[src/logic/sensor_ctrl_cfg.svh]
// Offsets, field positions, reset values and timing counts of the control bank
`ifndef SENSOR_CTRL_CFG_SVH
`define SENSOR_CTRL_CFG_SVH
`define OFF_PATH 7'h68
`define OFF_MOTION 7'h69
`define OFF_IFC 7'h6a
`define OFF_PWR 7'h6b
`define OFF_STBY 7'h6c
`define BIT_ACCEL_RST 1
`define BIT_TEMP_RST 0
`define BIT_WOM_EN 7
`define BIT_WOM_MODE 6
`define BIT_FIFO_EN 6
`define BIT_SPI_ONLY 4
`define BIT_FIFO_RST 2
`define BIT_COND_RST 0
`define BIT_DEV_RST 7
`define BIT_SLEEP 6
`define BIT_CYCLE 5
`define BIT_THERMO_OFF 3
`define BIT_FIFO_LP 7
`define BIT_STBY_HI 5
`define BIT_STBY_LO 3
`define CLOCK_SOURCE_SELECT_RESET 3'h1
`define CLOCK_SOURCE_SELECT_OSC_A 3'h0
`define CLOCK_SOURCE_SELECT_OSC_B 3'h6
`define CLOCK_SOURCE_SELECT_STOP 3'h7
`define CLK_PERIOD_NS 10
`define FIFO_RST_NS 50
`define FIFO_RST_CYCLES ((`FIFO_RST_NS + `CLK_PERIOD_NS - 1) / `CLK_PERIOD_NS)
`define DEV_RST_CYCLES 4
`define BASE_TICK_NS 1000000
`define BASE_TICK_CYCLES (`BASE_TICK_NS / `CLK_PERIOD_NS)
`endif

[src/logic/sensor_ctrl_pkg.sv]
// Types shared by the control bank modules
package sensor_ctrl_pkg;
  typedef enum logic [1:0] {
    ST_IDLE = 2'h1,
    ST_DEVRST = 2'h2
  } dev_state_type;
endpackage

[src/logic/pwr_ctrl_if.sv]
// Power configuration and sequencer status between the bank and the sequencer
`timescale 1ns/100ps
interface pwr_ctrl_if;
  logic sleep;
  logic cycle;
  logic all_standby;
  logic pll_ready;
  logic [2:0] clk_sel;
  logic [7:0] divider;
  logic wake;
  logic sample;
  logic use_pll;
  logic stopped;
  logic dozing;
  modport regs (output sleep, cycle, all_standby, pll_ready, clk_sel, divider,
                input wake, sample, use_pll, stopped, dozing);
  modport seq (input sleep, cycle, all_standby, pll_ready, clk_sel, divider,
               output wake, sample, use_pll, stopped, dozing);
endinterface

[src/logic/power_sequencer.sv]
// Clock source choice and duty-cycled wake and sample timing
`timescale 1ns/100ps
`include "sensor_ctrl_cfg.svh"
module power_sequencer #(
  parameter int unsigned BASE_TICK_CYCLES = `BASE_TICK_CYCLES
) (
  input wire logic clk_i,
  input wire logic resetn_i,
  pwr_ctrl_if.seq ps
);
  logic [31:0] base_cnt_ff;
  logic [7:0] div_cnt_ff;
  logic wake_ff;
  logic sample_ff;
  logic use_pll_ff;
  logic stopped_ff;
  logic dozing_ff;
  logic stop_code;
  logic auto_code;
  logic run;
  logic base_end;
  logic tick_end;

  assign stop_code = ps.clk_sel == `CLOCK_SOURCE_SELECT_STOP;
  assign auto_code = !stop_code && ps.clk_sel != `CLOCK_SOURCE_SELECT_OSC_A && ps.clk_sel != `CLOCK_SOURCE_SELECT_OSC_B;
  // Stopped clock counts as standby, so no cycling then
  assign run = ps.cycle && !ps.sleep && !stop_code;
  assign base_end = base_cnt_ff == 32'(BASE_TICK_CYCLES - 1);
  assign tick_end = run && base_end && div_cnt_ff == ps.divider;

  always_ff @(posedge clk_i or negedge resetn_i) begin
    if (!resetn_i) begin
      use_pll_ff <= 1'b0;
      stopped_ff <= 1'b0;
    end else begin
      use_pll_ff <= auto_code && ps.pll_ready;
      stopped_ff <= stop_code;
    end
  end

  // Timing generator held at zero while not cycling or clock stopped
  always_ff @(posedge clk_i or negedge resetn_i) begin
    if (!resetn_i) begin
      base_cnt_ff <= 32'h0000_0000;
      div_cnt_ff <= 8'h00;
    end else if (!run) begin
      base_cnt_ff <= 32'h0000_0000;
      div_cnt_ff <= 8'h00;
    end else if (base_end) begin
      base_cnt_ff <= 32'h0000_0000;
      div_cnt_ff <= (div_cnt_ff == ps.divider) ? 8'h00 : div_cnt_ff + 8'h01;
    end else begin
      base_cnt_ff <= base_cnt_ff + 32'h0000_0001;
    end
  end

  always_ff @(posedge clk_i or negedge resetn_i) begin
    if (!resetn_i) begin
      wake_ff <= 1'b0;
      sample_ff <= 1'b0;
      dozing_ff <= 1'b0;
    end else begin
      wake_ff <= tick_end;
      sample_ff <= tick_end && !ps.all_standby;
      dozing_ff <= ps.sleep || (run && !tick_end);
    end
  end

  assign ps.wake = wake_ff;
  assign ps.sample = sample_ff;
  assign ps.use_pll = use_pll_ff;
  assign ps.stopped = stopped_ff;
  assign ps.dozing = dozing_ff;
endmodule // power_sequencer

[src/logic/sensor_reset_power_control.sv]
// Reset, wake-on-motion, interface, power and clock source control registers
`timescale 1ns/100ps
`include "sensor_ctrl_cfg.svh"
module sensor_reset_power_control #(
  parameter int unsigned BASE_TICK_CYCLES = `BASE_TICK_CYCLES
) (
  input wire logic clk_i,
  input wire logic resetn_i,
  input wire logic reg_wr_i,
  input wire logic reg_rd_i,
  input wire logic [6:0] reg_addr_i,
  input wire logic [7:0] reg_wdata_i,
  output logic [7:0] reg_rdata_o,
  input wire logic pll_ready_i,
  input wire logic [7:0] sample_rate_divider_i,
  output logic accel_path_rst_o,
  output logic temp_path_rst_o,
  output logic result_clear_o,
  output logic motion_detect_enable_o,
  output logic motion_compare_select_o,
  output logic fifo_serial_enable_o,
  output logic spi_only_select_o,
  output logic fifo_rst_o,
  output logic device_reset_o,
  output logic sleep_o,
  output logic dozing_o,
  output logic thermo_sensor_off_o,
  output logic x_axis_standby_o,
  output logic y_axis_standby_o,
  output logic z_axis_standby_o,
  output logic fifo_low_power_o,
  output logic clock_use_pll_o,
  output logic clock_stopped_o,
  output logic wake_o,
  output logic sample_o
);
  sensor_ctrl_pkg::dev_state_type state_ff;
  logic [1:0] dev_cnt_ff;
  logic dev_rst_ff;
  logic pll_meta_ff;
  logic pll_sync_ff;
  logic [7:0] rdata_ff;
  logic accel_rst_ff;
  logic temp_rst_ff;
  logic result_clear_ff;
  logic wom_en_ff;
  logic wom_mode_ff;
  logic fifo_en_ff;
  logic spi_only_ff;
  logic [2:0] fifo_cnt_ff;
  logic fifo_rst_ff;
  logic sleep_ff;
  logic cycle_ff;
  logic thermo_off_ff;
  logic [2:0] clk_sel_ff;
  logic fifo_lp_ff;
  logic [2:0] stby_ff;
  logic idle;
  logic soft_rst;
  logic wr_path;
  logic wr_motion;
  logic wr_ifc;
  logic wr_pwr;
  logic wr_stby;
  logic wr_fifo_go;
  logic wr_cond;
  logic [2:0] nxt_fifo_cnt;

  pwr_ctrl_if pif ();

  // Writes during a device reset are dropped so defaults stick
  assign idle = state_ff == sensor_ctrl_pkg::ST_IDLE;
  assign soft_rst = state_ff == sensor_ctrl_pkg::ST_DEVRST;
  assign wr_path = reg_wr_i && idle && reg_addr_i == `OFF_PATH;
  assign wr_motion = reg_wr_i && idle && reg_addr_i == `OFF_MOTION;
  assign wr_ifc = reg_wr_i && idle && reg_addr_i == `OFF_IFC;
  assign wr_pwr = reg_wr_i && idle && reg_addr_i == `OFF_PWR;
  assign wr_stby = reg_wr_i && idle && reg_addr_i == `OFF_STBY;
  assign wr_fifo_go = wr_ifc && reg_wdata_i[`BIT_FIFO_RST];
  assign wr_cond = wr_ifc && reg_wdata_i[`BIT_COND_RST];

  // PLL status comes from another clock domain
  always_ff @(posedge clk_i or negedge resetn_i) begin
    if (!resetn_i) begin
      pll_meta_ff <= 1'b0;
      pll_sync_ff <= 1'b0;
    end else begin
      pll_meta_ff <= pll_ready_i;
      pll_sync_ff <= pll_meta_ff;
    end
  end

  // Device reset sequencer
  always_ff @(posedge clk_i or negedge resetn_i) begin
    if (!resetn_i) begin
      state_ff <= sensor_ctrl_pkg::ST_IDLE;
      dev_cnt_ff <= 2'h0;
      dev_rst_ff <= 1'b0;
    end else begin
      unique case (state_ff)
        sensor_ctrl_pkg::ST_IDLE: begin
          if (wr_pwr && reg_wdata_i[`BIT_DEV_RST]) begin
            state_ff <= sensor_ctrl_pkg::ST_DEVRST;
            dev_cnt_ff <= 2'(`DEV_RST_CYCLES - 1);
            dev_rst_ff <= 1'b1;
          end
        end
        sensor_ctrl_pkg::ST_DEVRST: begin
          if (dev_cnt_ff == 2'h0) begin
            state_ff <= sensor_ctrl_pkg::ST_IDLE;
            dev_rst_ff <= 1'b0;
          end else begin
            dev_cnt_ff <= dev_cnt_ff - 2'h1;
          end
        end
      endcase
    end
  end

  // Path reset pulses; the path bits store nothing
  always_ff @(posedge clk_i or negedge resetn_i) begin
    if (!resetn_i) begin
      accel_rst_ff <= 1'b0;
      temp_rst_ff <= 1'b0;
      result_clear_ff <= 1'b0;
    end else begin
      accel_rst_ff <= (wr_path && reg_wdata_i[`BIT_ACCEL_RST]) || wr_cond;
      temp_rst_ff <= (wr_path && reg_wdata_i[`BIT_TEMP_RST]) || wr_cond;
      result_clear_ff <= wr_cond;
    end
  end

  always_ff @(posedge clk_i or negedge resetn_i) begin
    if (!resetn_i) begin
      wom_en_ff <= 1'b0;
      wom_mode_ff <= 1'b0;
    end else if (soft_rst) begin
      wom_en_ff <= 1'b0;
      wom_mode_ff <= 1'b0;
    end else if (wr_motion) begin
      wom_en_ff <= reg_wdata_i[`BIT_WOM_EN];
      // Host must keep this at 1; a 0 is stored but unsupported
      wom_mode_ff <= reg_wdata_i[`BIT_WOM_MODE];
    end
  end

  always_ff @(posedge clk_i or negedge resetn_i) begin
    if (!resetn_i) begin
      fifo_en_ff <= 1'b0;
      spi_only_ff <= 1'b0;
    end else if (soft_rst) begin
      fifo_en_ff <= 1'b0;
      spi_only_ff <= 1'b0;
    end else if (wr_ifc) begin
      fifo_en_ff <= reg_wdata_i[`BIT_FIFO_EN];
      spi_only_ff <= reg_wdata_i[`BIT_SPI_ONLY];
    end
  end

  // FIFO reset lasts one internal 20 MHz period; a rewrite restarts it
  always_comb begin
    nxt_fifo_cnt = fifo_cnt_ff;
    if (wr_fifo_go) begin
      nxt_fifo_cnt = 3'(`FIFO_RST_CYCLES);
    end else if (fifo_cnt_ff != 3'h0) begin
      nxt_fifo_cnt = fifo_cnt_ff - 3'h1;
    end
  end

  always_ff @(posedge clk_i or negedge resetn_i) begin
    if (!resetn_i) begin
      fifo_cnt_ff <= 3'h0;
      fifo_rst_ff <= 1'b0;
    end else begin
      fifo_cnt_ff <= nxt_fifo_cnt;
      fifo_rst_ff <= nxt_fifo_cnt != 3'h0;
    end
  end

  always_ff @(posedge clk_i or negedge resetn_i) begin
    if (!resetn_i) begin
      sleep_ff <= 1'b0;
      cycle_ff <= 1'b0;
      thermo_off_ff <= 1'b0;
      clk_sel_ff <= `CLOCK_SOURCE_SELECT_RESET;
    end else if (soft_rst) begin
      sleep_ff <= 1'b0;
      cycle_ff <= 1'b0;
      thermo_off_ff <= 1'b0;
      clk_sel_ff <= `CLOCK_SOURCE_SELECT_RESET;
    end else if (wr_pwr) begin
      sleep_ff <= reg_wdata_i[`BIT_SLEEP];
      cycle_ff <= reg_wdata_i[`BIT_CYCLE];
      thermo_off_ff <= reg_wdata_i[`BIT_THERMO_OFF];
      clk_sel_ff <= reg_wdata_i[2:0];
    end
  end

  always_ff @(posedge clk_i or negedge resetn_i) begin
    if (!resetn_i) begin
      fifo_lp_ff <= 1'b0;
      stby_ff <= 3'h0;
    end else if (soft_rst) begin
      fifo_lp_ff <= 1'b0;
      stby_ff <= 3'h0;
    end else if (wr_stby) begin
      fifo_lp_ff <= reg_wdata_i[`BIT_FIFO_LP];
      stby_ff <= reg_wdata_i[`BIT_STBY_HI:`BIT_STBY_LO];
    end
  end

  // Read data is held until the next read
  always_ff @(posedge clk_i or negedge resetn_i) begin
    if (!resetn_i) begin
      rdata_ff <= 8'h00;
    end else if (reg_rd_i) begin
      unique case (reg_addr_i)
        `OFF_MOTION: rdata_ff <= {wom_en_ff, wom_mode_ff, 6'h00};
        `OFF_IFC: rdata_ff <= {1'b0, fifo_en_ff, 1'b0, spi_only_ff, 1'b0,
                               fifo_rst_ff, 2'h0};
        `OFF_PWR: rdata_ff <= {dev_rst_ff, sleep_ff, cycle_ff, 1'b0, thermo_off_ff,
                               clk_sel_ff};
        `OFF_STBY: rdata_ff <= {fifo_lp_ff, 1'b0, stby_ff, 3'h0};
        default: rdata_ff <= 8'h00;
      endcase
    end
  end

  assign pif.sleep = sleep_ff;
  assign pif.cycle = cycle_ff;
  assign pif.all_standby = &stby_ff;
  assign pif.pll_ready = pll_sync_ff;
  assign pif.clk_sel = clk_sel_ff;
  assign pif.divider = sample_rate_divider_i;

  power_sequencer #(
    .BASE_TICK_CYCLES(BASE_TICK_CYCLES)
  ) u_seq (
    .clk_i(clk_i),
    .resetn_i(resetn_i),
    .ps(pif.seq)
  );

  assign reg_rdata_o = rdata_ff;
  assign accel_path_rst_o = accel_rst_ff;
  assign temp_path_rst_o = temp_rst_ff;
  assign result_clear_o = result_clear_ff;
  assign motion_detect_enable_o = wom_en_ff;
  assign motion_compare_select_o = wom_mode_ff;
  assign fifo_serial_enable_o = fifo_en_ff;
  assign spi_only_select_o = spi_only_ff;
  assign fifo_rst_o = fifo_rst_ff;
  assign device_reset_o = dev_rst_ff;
  assign sleep_o = sleep_ff;
  assign dozing_o = pif.dozing;
  assign thermo_sensor_off_o = thermo_off_ff;
  assign x_axis_standby_o = stby_ff[2];
  assign y_axis_standby_o = stby_ff[1];
  assign z_axis_standby_o = stby_ff[0];
  assign fifo_low_power_o = fifo_lp_ff;
  assign clock_use_pll_o = pif.use_pll;
  assign clock_stopped_o = pif.stopped;
  assign wake_o = pif.wake;
  assign sample_o = pif.sample;
endmodule // sensor_reset_power_control

[config.mk]
export PLATFORM = sky130hd
export DESIGN_NAME = sensor_reset_power_control
export DESIGN_NICKNAME = d
export VERILOG_FILES = /design/src/logic/sensor_ctrl_pkg.sv /design/src/logic/pwr_ctrl_if.sv /design/src/logic/power_sequencer.sv /design/src/logic/sensor_reset_power_control.sv
export VERILOG_INCLUDE_DIRS = /design/src /design/src/logic
export SDC_FILE = /design/constraint.sdc
export NUM_CORES = 1
export LEC_CHECK = 0
export BUFFER_PORTS_ARGS = -buffer_cell sky130_fd_sc_hd__buf_2
export CAP_MARGIN = 5
export CORE_ASPECT_RATIO = 1.5
export CORE_UTILIZATION = 52
export DETAILED_ROUTE_END_ITERATION = 10
export GPL_TIMING_DRIVEN = 1
export PLACE_DENSITY = 0.86
export SYNTH_ARGS = -nofsm -noshare
export SYNTH_HDL_FRONTEND = slang
export SYNTH_SLANG_ARGS = --single-unit
[constraint.sdc]
create_clock -name clk_i -period 2 [get_ports clk_i]
set_clock_uncertainty 0.2 [all_clocks]
set_input_delay 0.4 -clock clk_i [delete_from_list [all_inputs] [get_ports clk_i]]
set_output_delay 0.4 -clock clk_i [all_outputs]
set_load 0.05 [all_outputs]
# After elaboration in Yosys (flattened, before gate mapping)
# Cells that the tools add are included.
[totals] ff_bits=81 input_bits=28 out_inout_bits=28 wordCells=122
[op_classes] add_sub_neg=4 n_eq_ne=15 mux=37 n_reduce_logical=38
[ops] operator="two-way mux 32 bit" count=2
[ops] operator="== test 7 bit, second input constant" count=5
[ops] operator="adder 32 x 1 -> 32 bit, second input constant" count=1
[ops] operator="== test 32 x 17 -> 1 bit, second input constant" count=1
[ops] operator="one-hot mux 8 bit (4 select lines)" count=1
[ops] operator="two-way mux 8 bit" count=3
[ops] operator="logical AND 1 bit" count=20
[ops] operator="two-way mux 1 bit" count=18
[ops] operator="two-way mux 3 bit" count=6
[ops] operator="nonzero test 3 bit" count=3
[ops] operator="adder 8 x 1 -> 8 bit, second input constant" count=1
[ops] operator="== test 8 bit" count=1
[ops] operator="two-way mux 2 bit" count=4
[ops] operator="one-hot mux 2 bit (2 select lines)" count=2
[ops] operator="nonzero test 2 bit" count=4
[ops] operator="zero test 1 bit" count=4
[ops] operator="!= test 2 x 1 -> 1 bit, second input constant" count=2
[ops] operator="!= test 2 bit, second input constant" count=2
[ops] operator="AND reduction 2 bit" count=2
[ops] operator="== test 3 bit, second input constant" count=1
[ops] operator="logical OR 1 bit" count=3
[ops] operator="!= test 3 bit, second input constant" count=1
[ops] operator="AND reduction 3 bit" count=1
[ops] operator="subtractor 3 x 1 -> 3 bit, second input constant" count=1
[ops] operator="5 further kinds" count=5

# Depth between registers and ports, before layout
# Gate-level depths: netlist of run 1.
[logic_depth] word_depth=8 mapped_depth=8

# Modules after synthesis
# Synthesis of run 1 repeated with hierarchy kept, for this count alone.
[hier_totals] cells_unflattened=399 hier_area_um2=4240.3
[by_module_without_submodules] mod="power_sequencer" n_inst=1 cells_per_inst=235 area_each_um2=2346.0 seq_area_each_um2=1126.1
[by_module_without_submodules] mod="sensor_reset_power_control" n_inst=1 cells_per_inst=164 area_each_um2=1894.3 seq_area_each_um2=878.3

# Worst setup path after synthesis of run 1
# No wires, ideal clock.
[synth_path] path_type="register -> register" startpoint="register state_ff[1]" endpoint="register wom_mode_ff, in the netlist motion_compare_select_o" setup_ps=132 arrival_ps=1827 required_ps=1668 slack_ps=-159 stages_incl_launch_ff=6 period_less_slack_ps=2159 cell_sequence="dfrtp_1 nand3b_1 or3_1 nor3b_2 mux2i_1 nor2_1"
[synth_between] elab_chain_len=4
[synth_rtl] item="from (decl)" line="sensor_reset_power_control.sv:37" source="sensor_ctrl_pkg::dev_state_type state_ff;"
[synth_rtl] item="from (signal assigned)" line="sensor_reset_power_control.sv:96" source="state_ff <= sensor_ctrl_pkg::ST_IDLE;"
[synth_rtl] item="from (signal assigned)" line="sensor_reset_power_control.sv:103" source="state_ff <= sensor_ctrl_pkg::ST_DEVRST;"
[synth_rtl] item="from (signal assigned)" line="sensor_reset_power_control.sv:110" source="state_ff <= sensor_ctrl_pkg::ST_IDLE;"
[synth_rtl] item="== test 2 x 1 -> 1 bit" line="sensor_reset_power_control.sv:72" source="assign idle = state_ff == sensor_ctrl_pkg::ST_IDLE;"
[synth_rtl] item="logical AND 1 bit" line="sensor_reset_power_control.sv:75" source="assign wr_motion = reg_wr_i && idle && reg_addr_i == `OFF_MOTION;"
[synth_rtl] item="logical AND 1 bit (no line)"
[synth_rtl] item="nonzero test 2 bit (no line)"
[synth_rtl] item="to (signal assigned)" line="sensor_reset_power_control.sv:143" source="wom_mode_ff <= reg_wdata_i[`BIT_WOM_MODE];"
[synth_rtl] item="to (decl)" line="sensor_reset_power_control.sv:47" source="logic wom_mode_ff;"
# Several ways; a longest one is shown, not always the timed one.
# A chain may end at the register's enable or synchronous reset.

# Final worst setup path of run 1
[layout_path] startpoint="register u_seq.base_cnt_ff[1]" endpoint="register u_seq.div_cnt_ff[0]"
[layout_between] elab_chain_len=2
[layout_rtl] item="from (decl)" line="power_sequencer.sv:11" source="logic [31:0] base_cnt_ff;"
[layout_rtl] item="from (signal assigned)" line="power_sequencer.sv:53" source="base_cnt_ff <= base_cnt_ff + 32'h0000_0001;"
[layout_rtl] item="== test 32 x 17 -> 1 bit" line="power_sequencer.sv:28" source="assign base_end = base_cnt_ff == 32'(BASE_TICK_CYCLES - 1);"
[layout_rtl] item="!= test 2 bit (no line)"
[layout_rtl] item="to (signal assigned)" line="power_sequencer.sv:51" source="div_cnt_ff <= (div_cnt_ff == ps.divider) ? 8'h00 : div_cnt_ff + 8'h01;"
[layout_rtl] item="to (decl)" line="power_sequencer.sv:12" source="logic [7:0] div_cnt_ff;"
# No other way between the ends.

==> flow_summary.yaml, run 1 <==
cts:
  cts.path.max_buffers: 2
  cts_tree: "built"
  cts_sinks: 80
  clk_pin_slew_ns: 0.06
  clock_latency_ns: 0.34
  cts-root-buf: "clkbuf_16"
  cts.htree.levels: 3
  cts_buffers: 9
power:
  seq_power_share_pct: 43.7
  combinationalPowerShare_pct: 14.4
  net-switching-power_mw: 1.087
  p_int_mw: 2.886
  clkPwrFrac_pct: 41.9
  sw_frac_of_total_pct: 27.37
  ir_drop_uv: 769.6
  leakage_nw: 2.504
  pwr_density_cell_nw_per_um2: 745.6
grt:
  grt_overflow: 0
  track_usage_pct: 28.75
  grt_pass1_wl_um: 17690
  grt_max_degree: 42
  antenna_found_initial: 0
  grt_pass1_vias: 3734
synthesis:
  synth.top_cells.by_area: "dfrtp_1 (48%), xor2_1 (6.0%), nor2_1 (5.0%), mux2i_1 (3.2%), nand2_1 (2.9%)"
  synth_top_area_cell: "dfrtp_1"
  synthFlopType: "dfrtp_1"
  avgSynthCellArea_um2: 10.09
  yosysSeqAreaShare_pct: 49.17
  synth_area_um2: 4076
  ys_types: 60
  synth_top_area_share_pct: 47.88
  yosysWarningCount: 0
  ys_ff_latch: 80
  syn_nets: 438
  netlist_instances: 404
  async_flop_share_pct: 100.0
  synth-edff-count: 0
sta:
  clock.fmax_mhz: 499.2
  rsz0062_at_grt: "true"
  max_slew.worst_pin.slew_ns: 0.4186
  finalHoldWorstSlack_ns: 0.09482
  slew_headroom_pct: 71.80
  finalCriticalPeriod_ns: 2.003
  slew_viol_final: 0
  fin_tns_setup_ns: -0.003353
  setup_violations: 1
  finalCritPeriodShare_pct: 100.2
  setup_ws_ns: -0.003353
  hold_viol: 0
setup_path:
  crit_slowest_cell: "dfrtp_1"
  r2r-start: "u_seq.base_cnt_ff[1]"
  max_stage_delay_ns: 0.42
  r2r_end: "u_seq.div_cnt_ff[0]"
  cp-end-kind: "register"
  reg2regPathDepth: 8
  rrSetupSlack_ns: -0.003
  crit_fanout: 6
  required_ns: 2.03
  cp-start-kind: "register"
  critical_path_class: "reg -> reg"
  arrival_ns: 2.03
  worstPathCellList: "ha_4, and4_4, nand2_1, nor3_2, buf_4, buf_6, mux2i_1, nor2_1"
die:
  dieArea_um2: 8205
  start_util_pct: 53.55
  rows: 39
  coreArea_um2: 7612
  io_pins: 56
  die_h_um: 110.4
  die_w_um: 74.29
placement:
  place.port_buffers: 55
  hpwl_um: 7400
  dp_slack_ns: -0.1075
  routabilityCongestion: 0.8689
drt:
  drtIter0Drc: 231
  wl_um: 11000
  vias: 3620
  ant_nets: 0
  wl_per_cell_um: 17.48
  vias_per_cell: 5.755
  first_pass_iters: 4
  drc: 0
cells_and_area:
  fillers: 515
  multiInputGateArea_um2: 2008
  nets: 556
  layout-drive-gt1-share_pct: 33.40
  area_growth_pct: 30.72
  regArea_um2: 2007
  antennaDiodeCount: 0
min_path:
  min_from: "reg_wdata_i[1]"
  holdPathStages: 3
  min_path_type: "in -> reg"
  hold_path_end: "clk_sel_ff[1]"
flow_run:
  drv_cap: 0
outcome:
  violations: "setup timing"
  outcome: "complete, but fails checks"
-- worst max-delay path, delay by kind of cell (launching register included) --
kind,cells,cell delay [ns]
multiplexers,1,0.20
flip-flops,1,0.42
AND/OR/NAND/NOR,4,0.61
buffers and inverters,2,0.30
adder cells (fa/ha/maj),1,0.18
-- worst max-delay path by stage --
stage / start / endpoint / slack [ns] / depth (start not counted)
floorplan: state_ff[1] / dev_cnt_ff[1] / 0.006 / 5
global placement: u_seq.base_cnt_ff[27] / u_seq.div_cnt_ff[3] / -0.03 / 6
detailed placement: sample_rate_divider_i[7] / u_seq.div_cnt_ff[7] / -0.11 / 7
CTS: u_seq.base_cnt_ff[0] / u_seq.div_cnt_ff[4] / 0.004 / 7
global route: u_seq.base_cnt_ff[26] / u_seq.div_cnt_ff[0] / -0.11 / 7
finish: u_seq.base_cnt_ff[1] / u_seq.div_cnt_ff[0] / -0.003 / 8
-- registers in the layout (all words and copies together), names as in the netlist, 2 cells and up --
| register | flops |
|---|---|
| fifo_cnt_ff | 3 |
| u_seq.div_cnt_ff | 8 |
| u_seq.base_cnt_ff | 32 |
| clk_sel_ff | 3 |
| reg_rdata_o | 8 |
| dev_cnt_ff | 2 |
| stby_ff | 3 |
| state_ff | 2 |
-- routing by layer --
layer | GRT usage [%] | vias up | part of all wire (%)
met5 | 0 | - | 0
met2 | 51.15 | 142 | 56
met1 | 30.93 | 1781 | 36
met4 | 15.72 | 0 | 4.2
met3 | 5.018 | 47 | 4.0
li1 | - | 1650 | -
-- cells in the final DEF (no fill, tap or decap), types with 4 or more instances in the layout --
cell type / netlist / routed
a21oi_1: 7 / 7
and3_1: 6 / 5
buf_2: 1 / 55
buf_4: 4 / 59
clkbuf_16: 0 / 9
dfrtp_1: 78 / 76
ha_1: 6 / 5
inv_1: 25 / 25
mux2i_1: 13 / 13
nand2_1: 31 / 29
nand2b_1: 5 / 4
nand3_1: 20 / 20
nand4_1: 12 / 12
nor2_1: 54 / 54
nor3_1: 8 / 8
nor4_2: 0 / 7
o21ai_0: 7 / 6
o22ai_1: 9 / 9
xnor2_1: 6 / 6
xor2_1: 28 / 28
-- cell usage after synthesis, types with 8 or more instances --
master / n
nor3_1: 8
xor2_1: 28
dfrtp_1: 78
nor2_1: 54
inv_1: 25
nand2_1: 31
o22ai_1: 9
nand4_1: 12
mux2i_1: 13
nand3_1: 20
nor4_1: 10
-- kinds of logic after synthesis --
family / Yosys count / share of synthesized area, %
XOR/XNOR: 34 / 7.305
flip-flops: 80 / 49.17
AND/OR/NAND/NOR: 181 / 25.23
multiplexers: 16 / 4.021
buffers and inverters: 37 / 3.806
AO/OA/AOI/OAI: 50 / 8.625
adder cells (fa/ha/maj): 6 / 1.842
-- per-stage QoR --
| step | total power, mW | std cells | area [µm²] | utilization (%) |
|---|---|---|---|---|
| after floorplan | 2.097 | 404 | 4089 | - |
| after global placement | 2.259 | 599 | 4833 | 63.49 |
| after detailed placement | 2.305 | 599 | 4833 | 63.49 |
| after CTS | 3.982 | 622 | 5231 | 68.72 |
| after global routing | 4.120 | 629 | 5329 | 70.00 |
| final | 3.973 | 629 | 5329 | 70.00 |
-- power groups by stage --
stage / clock network, mW / logic (mW) / registers [mW]
after floorplan: 0 / 0.297 / 1.80
after global placement: 0 / 0.502 / 1.76
after detailed placement: 0 / 0.546 / 1.76
after CTS: 1.68 / 0.568 / 1.73
after global routing: 1.75 / 0.624 / 1.74
final: 1.67 / 0.570 / 1.74
-- timing repair --
item                                   4_1_cts  5_1_grt
gates cloned                                 1        0
resized for setup                            9       13
hold buffers                                 2        0
pin swaps                                    4        9
setup endpoints to repair                   10       42
endpoints found under the hold margin       20        0
buffers inserted                             4        7
-- area by class of cell --
type,count,share of cell area (%)
Tap cell,102,2.395
Multi-Input combinational cell,287,37.68
Inverter,25,1.761
Clock buffer,9,4.226
Sequential cell,80,37.66
Clock inverter,7,1.456
Timing Repair Buffer,119,14.82
Note: power is estimated with default switching activity, not from simulation.
==> inputs of run 2 (changes only) <==
- BUFFER_PORTS_ARGS: -buffer_cell sky130_fd_sc_hd__buf_2 -> unset
- CORE_UTILIZATION: 52 -> 55
- DONT_BUFFER_PORTS: unset -> 1
- PLACE_DENSITY: 0.86 -> 0.83
- SETUP_SLACK_MARGIN: unset -> 0.2
==> run 2 against run 1 <==
Net effect:
- die area fell by 5.3%
- maximum frequency fell by 7.3%
- register-to-register slack got worse by 0.16 ns
- the run ends with hold timing, setup timing left
- critical path depth fell by 2
- combinational power fell by 5.8%
- via count rose by 4.9%
- critical endpoint is now u_seq.base_cnt_ff[28]
- first-iteration DRC count rose by 29%
==> flow_summary.yaml, run 2 (synthesis gave the netlist of run 1 again) <==
setup_path:
  worstPathCellList: "nor4_1, nand3_1, nor3_2, nand2b_4, buf_12, o21ba_4"
  cp-start-kind: "register"
  required_ns: 2.07
  crit_slowest_cell: "dfrtp_1"
  cp-startpoint: "u_seq.base_cnt_ff[26]"
  crit_fanout: 5
  cp-end-kind: "register"
  max_stage_delay_ns: 0.46
  arrival_ns: 2.23
  r2r-start: "u_seq.base_cnt_ff[26]"
  critical_path_class: "reg -> reg"
grt:
  grt_pass1_wl_um: 17970
  grt_overflow: 0
  grt_pass1_vias: 3716
  grt_max_degree: 81
  antenna_found_initial: 0
  track_usage_pct: 31.03
sta:
  finalCritPeriodShare_pct: 108.1
  clock.fmax_mhz: 462.7
  finalCriticalPeriod_ns: 2.161
  hold_viol: 80
  slew_headroom_pct: 53.01
  setup_violations: 43
  slew_viol_final: 0
  fin_tns_setup_ns: -3.990
  finalHoldWorstSlack_ns: -0.4799
  max_slew.worst_pin.slew_ns: 0.6975
  setup_ws_ns: -0.1614
  rsz0062_at_grt: "true"
drt:
  drc: 0
  drtIter0Drc: 297
  first_pass_iters: 6
  vias_per_cell: 6.502
  wl_per_cell_um: 22.57
  vias: 3797
  ant_nets: 0
  wl_um: 13180
placement:
  hpwl_um: 7070
  place_area_um2: 4494
  place.port_buffers: 0
  routabilityCongestion: 0.8905
  dp_slack_ns: -0.005947
  placed_cells: 529
cells_and_area:
  multiInputGateArea_um2: 2231
  largest_reg_flops: 32
  nets: 513
  area_growth_pct: 32.69
  layout-drive-gt1-share_pct: 35.12
  final_common_cell: "dfrtp_1"
  final_util_pct: 75.34
  regArea_um2: 2008
  final_cell_mix: "dfrtp_1 (75), buf_4 (43), nor2_1 (33)"
  fillers: 387
  top_register: "u_seq.base_cnt_ff"
  design_area_um2: 5409
  layout.cells.non_filler: 584
  antennaDiodeCount: 0
die:
  io_pins: 56
  coreArea_um2: 7179
  rows: 38
  start_util_pct: 56.78
  die_h_um: 107.4
  die_w_um: 72.29
  dieArea_um2: 7767
power:
  pwr_density_cell_nw_per_um2: 674.1
  net-switching-power_mw: 1.012
  p_int_mw: 2.634
  ir_drop_uv: 758.7
  sw_frac_of_total_pct: 27.74
  clkPwrFrac_pct: 36.6
  combinationalPowerShare_pct: 14.7
  power_mw: 3.646
  seq_power_share_pct: 48.6
  leakage_nw: 2.331
min_path:
  min_path_type: "in -> async"
outcome:
  outcome: "complete, but fails checks"
  violations: "hold timing, setup timing"
cts:
  cts.path.max_buffers: 2
  cts_buffers: 9
  cts_sinks: 80
  cts-root-buf: "clkbuf_8"
  cts.htree.levels: 3
  clock_latency_ns: 0.37
  clk_pin_slew_ns: 0.09
  cts_tree: "built"
flow_run:
  drv_cap: 0
run 2: changes by cell type in the layout (fill, tap and decap cells not counted), moves of 10 or more:
cell and change:
buf_2 -55, nor2_1 -21, buf_6 +18, buf_4 -16, nor2_2 +16, clkbuf_8 +10
run 2: timing repair:
action | 4_1_cts | 5_1_grt
pin swaps | 26 | 15
hold buffers | 7 | 1
setup buffers | 22 | 6
endpoints found under the hold margin | 99 | 81
gates resized for setup | 38 | 47
gates cloned | 0 | 3
endpoints found under the setup margin | 52 | 64
run 2: layout make-up:
class / instances / area share (%)
multi-input cells: 287 / 41.24
flip-flops and latches: 80 / 37.13
repair buffers: 76 / 13.62
clock buffers: 13 / 2.753
well taps: 100 / 2.313
inverters: 25 / 1.735
clock inverters: 3 / 1.203
run 2: power by group through the flow:
| stage | combinational [mW] | sequential (mW) | clock, mW |
|---|---|---|---|
| 2_1_floorplan | 0.299 | 1.80 | 0 |
| 3_3_place_gp | 0.370 | 1.79 | 0 |
| 4_1_cts | 0.447 | 1.76 | 1.30 |
| 3_5_place_dp | 0.406 | 1.79 | 0 |
| 5_1_grt | 0.558 | 1.78 | 1.39 |
| 6_report | 0.537 | 1.77 | 1.34 |
run 2: worst max-delay path: cells and delay by family, from the launching register on:
| kind | cells | cell delay, ns |
|---|---|---|
| compound gates | 1 | 0.15 |
| buf+inv | 1 | 0.14 |
| flops | 1 | 0.46 |
| simple gates | 4 | 1.10 |
run 2: final timing paths:
check / end / slack (ns) / cells past startpoint
min in group clk_i: motion_detect_enable_o / 0.01 / 2
setup reg to reg: u_seq.base_cnt_ff[28] / -0.16 / 6
setup / recovery: u_seq.base_cnt_ff[28] / -0.16 / 6
max in group asynchronous: clk_sel_ff[0] / 1.84 / 0
hold reg to reg: pif.pll_ready / 0.16 / 0
hold / removal: u_seq.base_cnt_ff[7] / -0.48 / 0
run 2: layer usage:
layer | global-route usage [%] | vias up | part of all wire (%) | wire, µm
li1 | - | 1566 | - | -
met1 | 31.18 | 1854 | 33 | 4301
met2 | 54.87 | 278 | 53 | 7025
met3 | 8.427 | 99 | 7.2 | 951
met4 | 20.31 | 0 | 6.9 | 905
met5 | 0 | - | 0 | 0
==> inputs of run 3 (changes only) <==
- MAX_ROUTING_LAYER: unset -> met4
- SYNTH_HIERARCHICAL: unset -> 1
==> run 3 against run 2 <==
Net effect:
- the flow finishes with violations (hold timing)
- sequential cell count unchanged
- sequential power about the same
- sequential share of layout area grew 2.5 points
- final cell count fell by 5.7%
- utilization decreased by 6.4 points
- wire length decreased by 23%
- worst setup slack improved by 0.20 ns
- non-clock buffer count down 22
- maximum frequency up 10%
- first-iteration DRC count is 24% lower
- critical path type unchanged
- critical endpoint is now u_seq/ps.dozing
==> flow_summary.yaml, run 3 <==
cells_and_area:
  antennaDiodeCount: 0
  area_growth_pct: 19.80
  top_register: "u_seq/base_cnt_ff"
  final_cell_mix: "dfrtp_1 (73), nor2_1 (39), buf_4 (38)"
  layout.cells.non_filler: 551
  fillers: 494
  final_common_cell: "dfrtp_1"
  layout-drive-gt1-share_pct: 25.06
  largest_reg_flops: 32
  nets: 480
setup_path:
  crit_fanout: 4
  rrSetupSlack_ns: 0.03
  cp-startpoint: "u_seq/base_cnt_ff[11]"
  required_ns: 2.05
  arrival_ns: 2.02
  reg2regPathDepth: 5
  r2r-start: "u_seq/base_cnt_ff[11]"
  cp-start-kind: "register"
  critical_path_class: "reg -> reg"
  cp-end-kind: "register"
  r2r_end: "u_seq/ps.dozing"
die:
  start_util_pct: 57.54
  rows: 38
  io_pins: 56
  die_h_um: 109.5
  dieArea_um2: 8072
  coreArea_um2: 7370
  die_w_um: 73.69
flow_run:
  drv_cap: 0
sta:
  slew_viol_final: 0
  setup_ws_ns: 0.03489
  finalCritPeriodShare_pct: 98.26
  finalHoldWorstSlack_ns: -0.4736
  hold_viol: 80
  slew_headroom_pct: 59.46
  fin_tns_setup_ns: 0
  setup_violations: 0
  max_slew.worst_pin.slew_ns: 0.5927
  rsz0062_at_grt: "true"
  finalCriticalPeriod_ns: 1.965
  clock.fmax_mhz: 508.9
synthesis:
  synth_area_um2: 4240
  post-synth-top-count-cell: "dfrtp_1"
  synth_top_family_by_area: "simple AND/OR/NAND/NOR gates"
  synthFlopType: "dfrtp_1"
  synth_compound_area_share_pct: 10.92
  avgSynthCellArea_um2: 10.63
  synth_top_area_share_pct: 46.03
  async_flop_share_pct: 100.0
  yosysSeqAreaShare_pct: 47.27
  ys_ff_latch: 80
  synthAdderAreaFrac_pct: 1.770
  ys_types: 72
  synth_xor_area_share_pct: 8.262
  synth-simple-area-share_pct: 24.99
  synth.top_cells.by_area: "dfrtp_1 (46%), xor2_1 (5.4%), nor2_1 (3.7%), nand4_1 (3.5%), nand2_1 (3.1%)"
  yosys-top-cells-count: "dfrtp_1 (78), nor2_1 (42), nand2_1 (35), xor2_1 (26), nand4_1 (24)"
  synth-edff-count: 0
  syn_nets: 433
  synthMuxAreaShare_pct: 2.656
  yosysWarningCount: 6
  netlist_instances: 399
  synth_top_area_cell: "dfrtp_1"
grt:
  antenna_found_initial: 0
  grt_max_degree: 81
  grt_overflow: 0
  track_usage_pct: 26.97
  grt_pass1_wl_um: 15760
  grt_pass1_vias: 3316
cts:
  cts_buffers: 9
  clock_latency_ns: 0.36
  cts-root-buf: "clkbuf_8"
  clk_pin_slew_ns: 0.08
  cts_tree: "built"
  cts.path.max_buffers: 2
  cts.htree.levels: 3
  cts_sinks: 80
  postCtsHoldBufs: 10
drt:
  drc: 0
  ant_nets: 0
  drtIter0Drc: 227
  vias_per_cell: 6.047
  wl_um: 10210
  first_pass_iters: 5
  vias: 3332
  wl_per_cell_um: 18.53
placement:
  dp_slack_ns: 0.05552
  placed_cells: 500
  hpwl_um: 6465
  routabilityCongestion: 0.8483
  place.port_buffers: 0
power:
  power_mw: 3.688
  leakage_nw: 2.167
  pwr_density_cell_nw_per_um2: 726.0
  ir_drop_uv: 880.0
outcome:
  violations: "hold timing"
  outcome: "complete, but fails checks"
min_path:
  min_path_type: "in -> async"
-- run 3: power breakdown --
group	internal, mW	leakage (nW)	total [mW]	switching (mW)
combinational	0.255	0.981	0.599	0.344
clock	0.699	0.110	1.29	0.596
sequential	1.70	1.08	1.79	0.0976
-- run 3: final cells by class --
cell class | count | area (µm²) | share of cell area (%)
Tap cell | 100 | 125.1 | 2.463
Clock buffer | 10 | 127.6 | 2.512
Multi-Input combinational cell | 285 | 2220 | 43.69
Sequential cell | 80 | 2011 | 39.58
Timing Repair Buffer | 54 | 452.9 | 8.916
Clock inverter | 6 | 83.83 | 1.650
Inverter | 16 | 60.06 | 1.182
-- run 3: per-layer routing --
layer  wire, µm  part of all wire (%)  global-route usage, %
met5          0                     0                      -
met2       5688                    56                  47.18
met1       3661                    36                  28.93
met4        297                   2.9                  11.26
met3        564                   5.5                  6.233
-- run 3: worst max-delay path by stage --
| stage | cells past startpoint | to |
|---|---|---|
| 3_5_place_dp | 5 | u_seq/ps.dozing |
| 6_report | 5 | u_seq/ps.dozing |
| 5_1_grt | 5 | u_seq/ps.dozing |
| 3_3_place_gp | 5 | u_seq/div_cnt_ff[2] |
| 2_1_floorplan | 6 | u_seq/ps.dozing |
| 4_1_cts | 5 | u_seq/ps.dozing |
-- run 3: cells by family after synthesis --
group,after synthesis
AND/OR/NAND/NOR,173
flip-flops,80
AO/OA/AOI/OAI,55
XOR/XNOR,40
buffers and inverters,34
multiplexers,11
adder cells (fa/ha/maj),6
-- run 3: worst max-delay path: stages (launching register included) --
cell and delay, ns:
dfrtp_1 0.42, nor4_2 0.33, and3_4 0.26, nand3_4 0.10
or3_4 0.36, a31o_1 0.19
-- run 3: what timing repair did --
action | in CTS | in global routing
setup buffers | 13 | 12
endpoints found under the hold margin | 100 | 80
gates resized for setup | 13 | 23
setup endpoints to repair | 42 | 44
pin swaps | 4 | 14
-- run 3: stage by stage --
| stage | instance area (µm²) | util, % |
|---|---|---|
| 6_report | 5080 | 68.93 |
| 5_1_grt | 5080 | 68.93 |
| 4_1_cts | 4887 | 66.32 |
| 3_5_place_dp | 4407 | 59.80 |
| 3_3_place_gp | 4407 | 59.80 |
| 2_1_floorplan | 4263 | - |
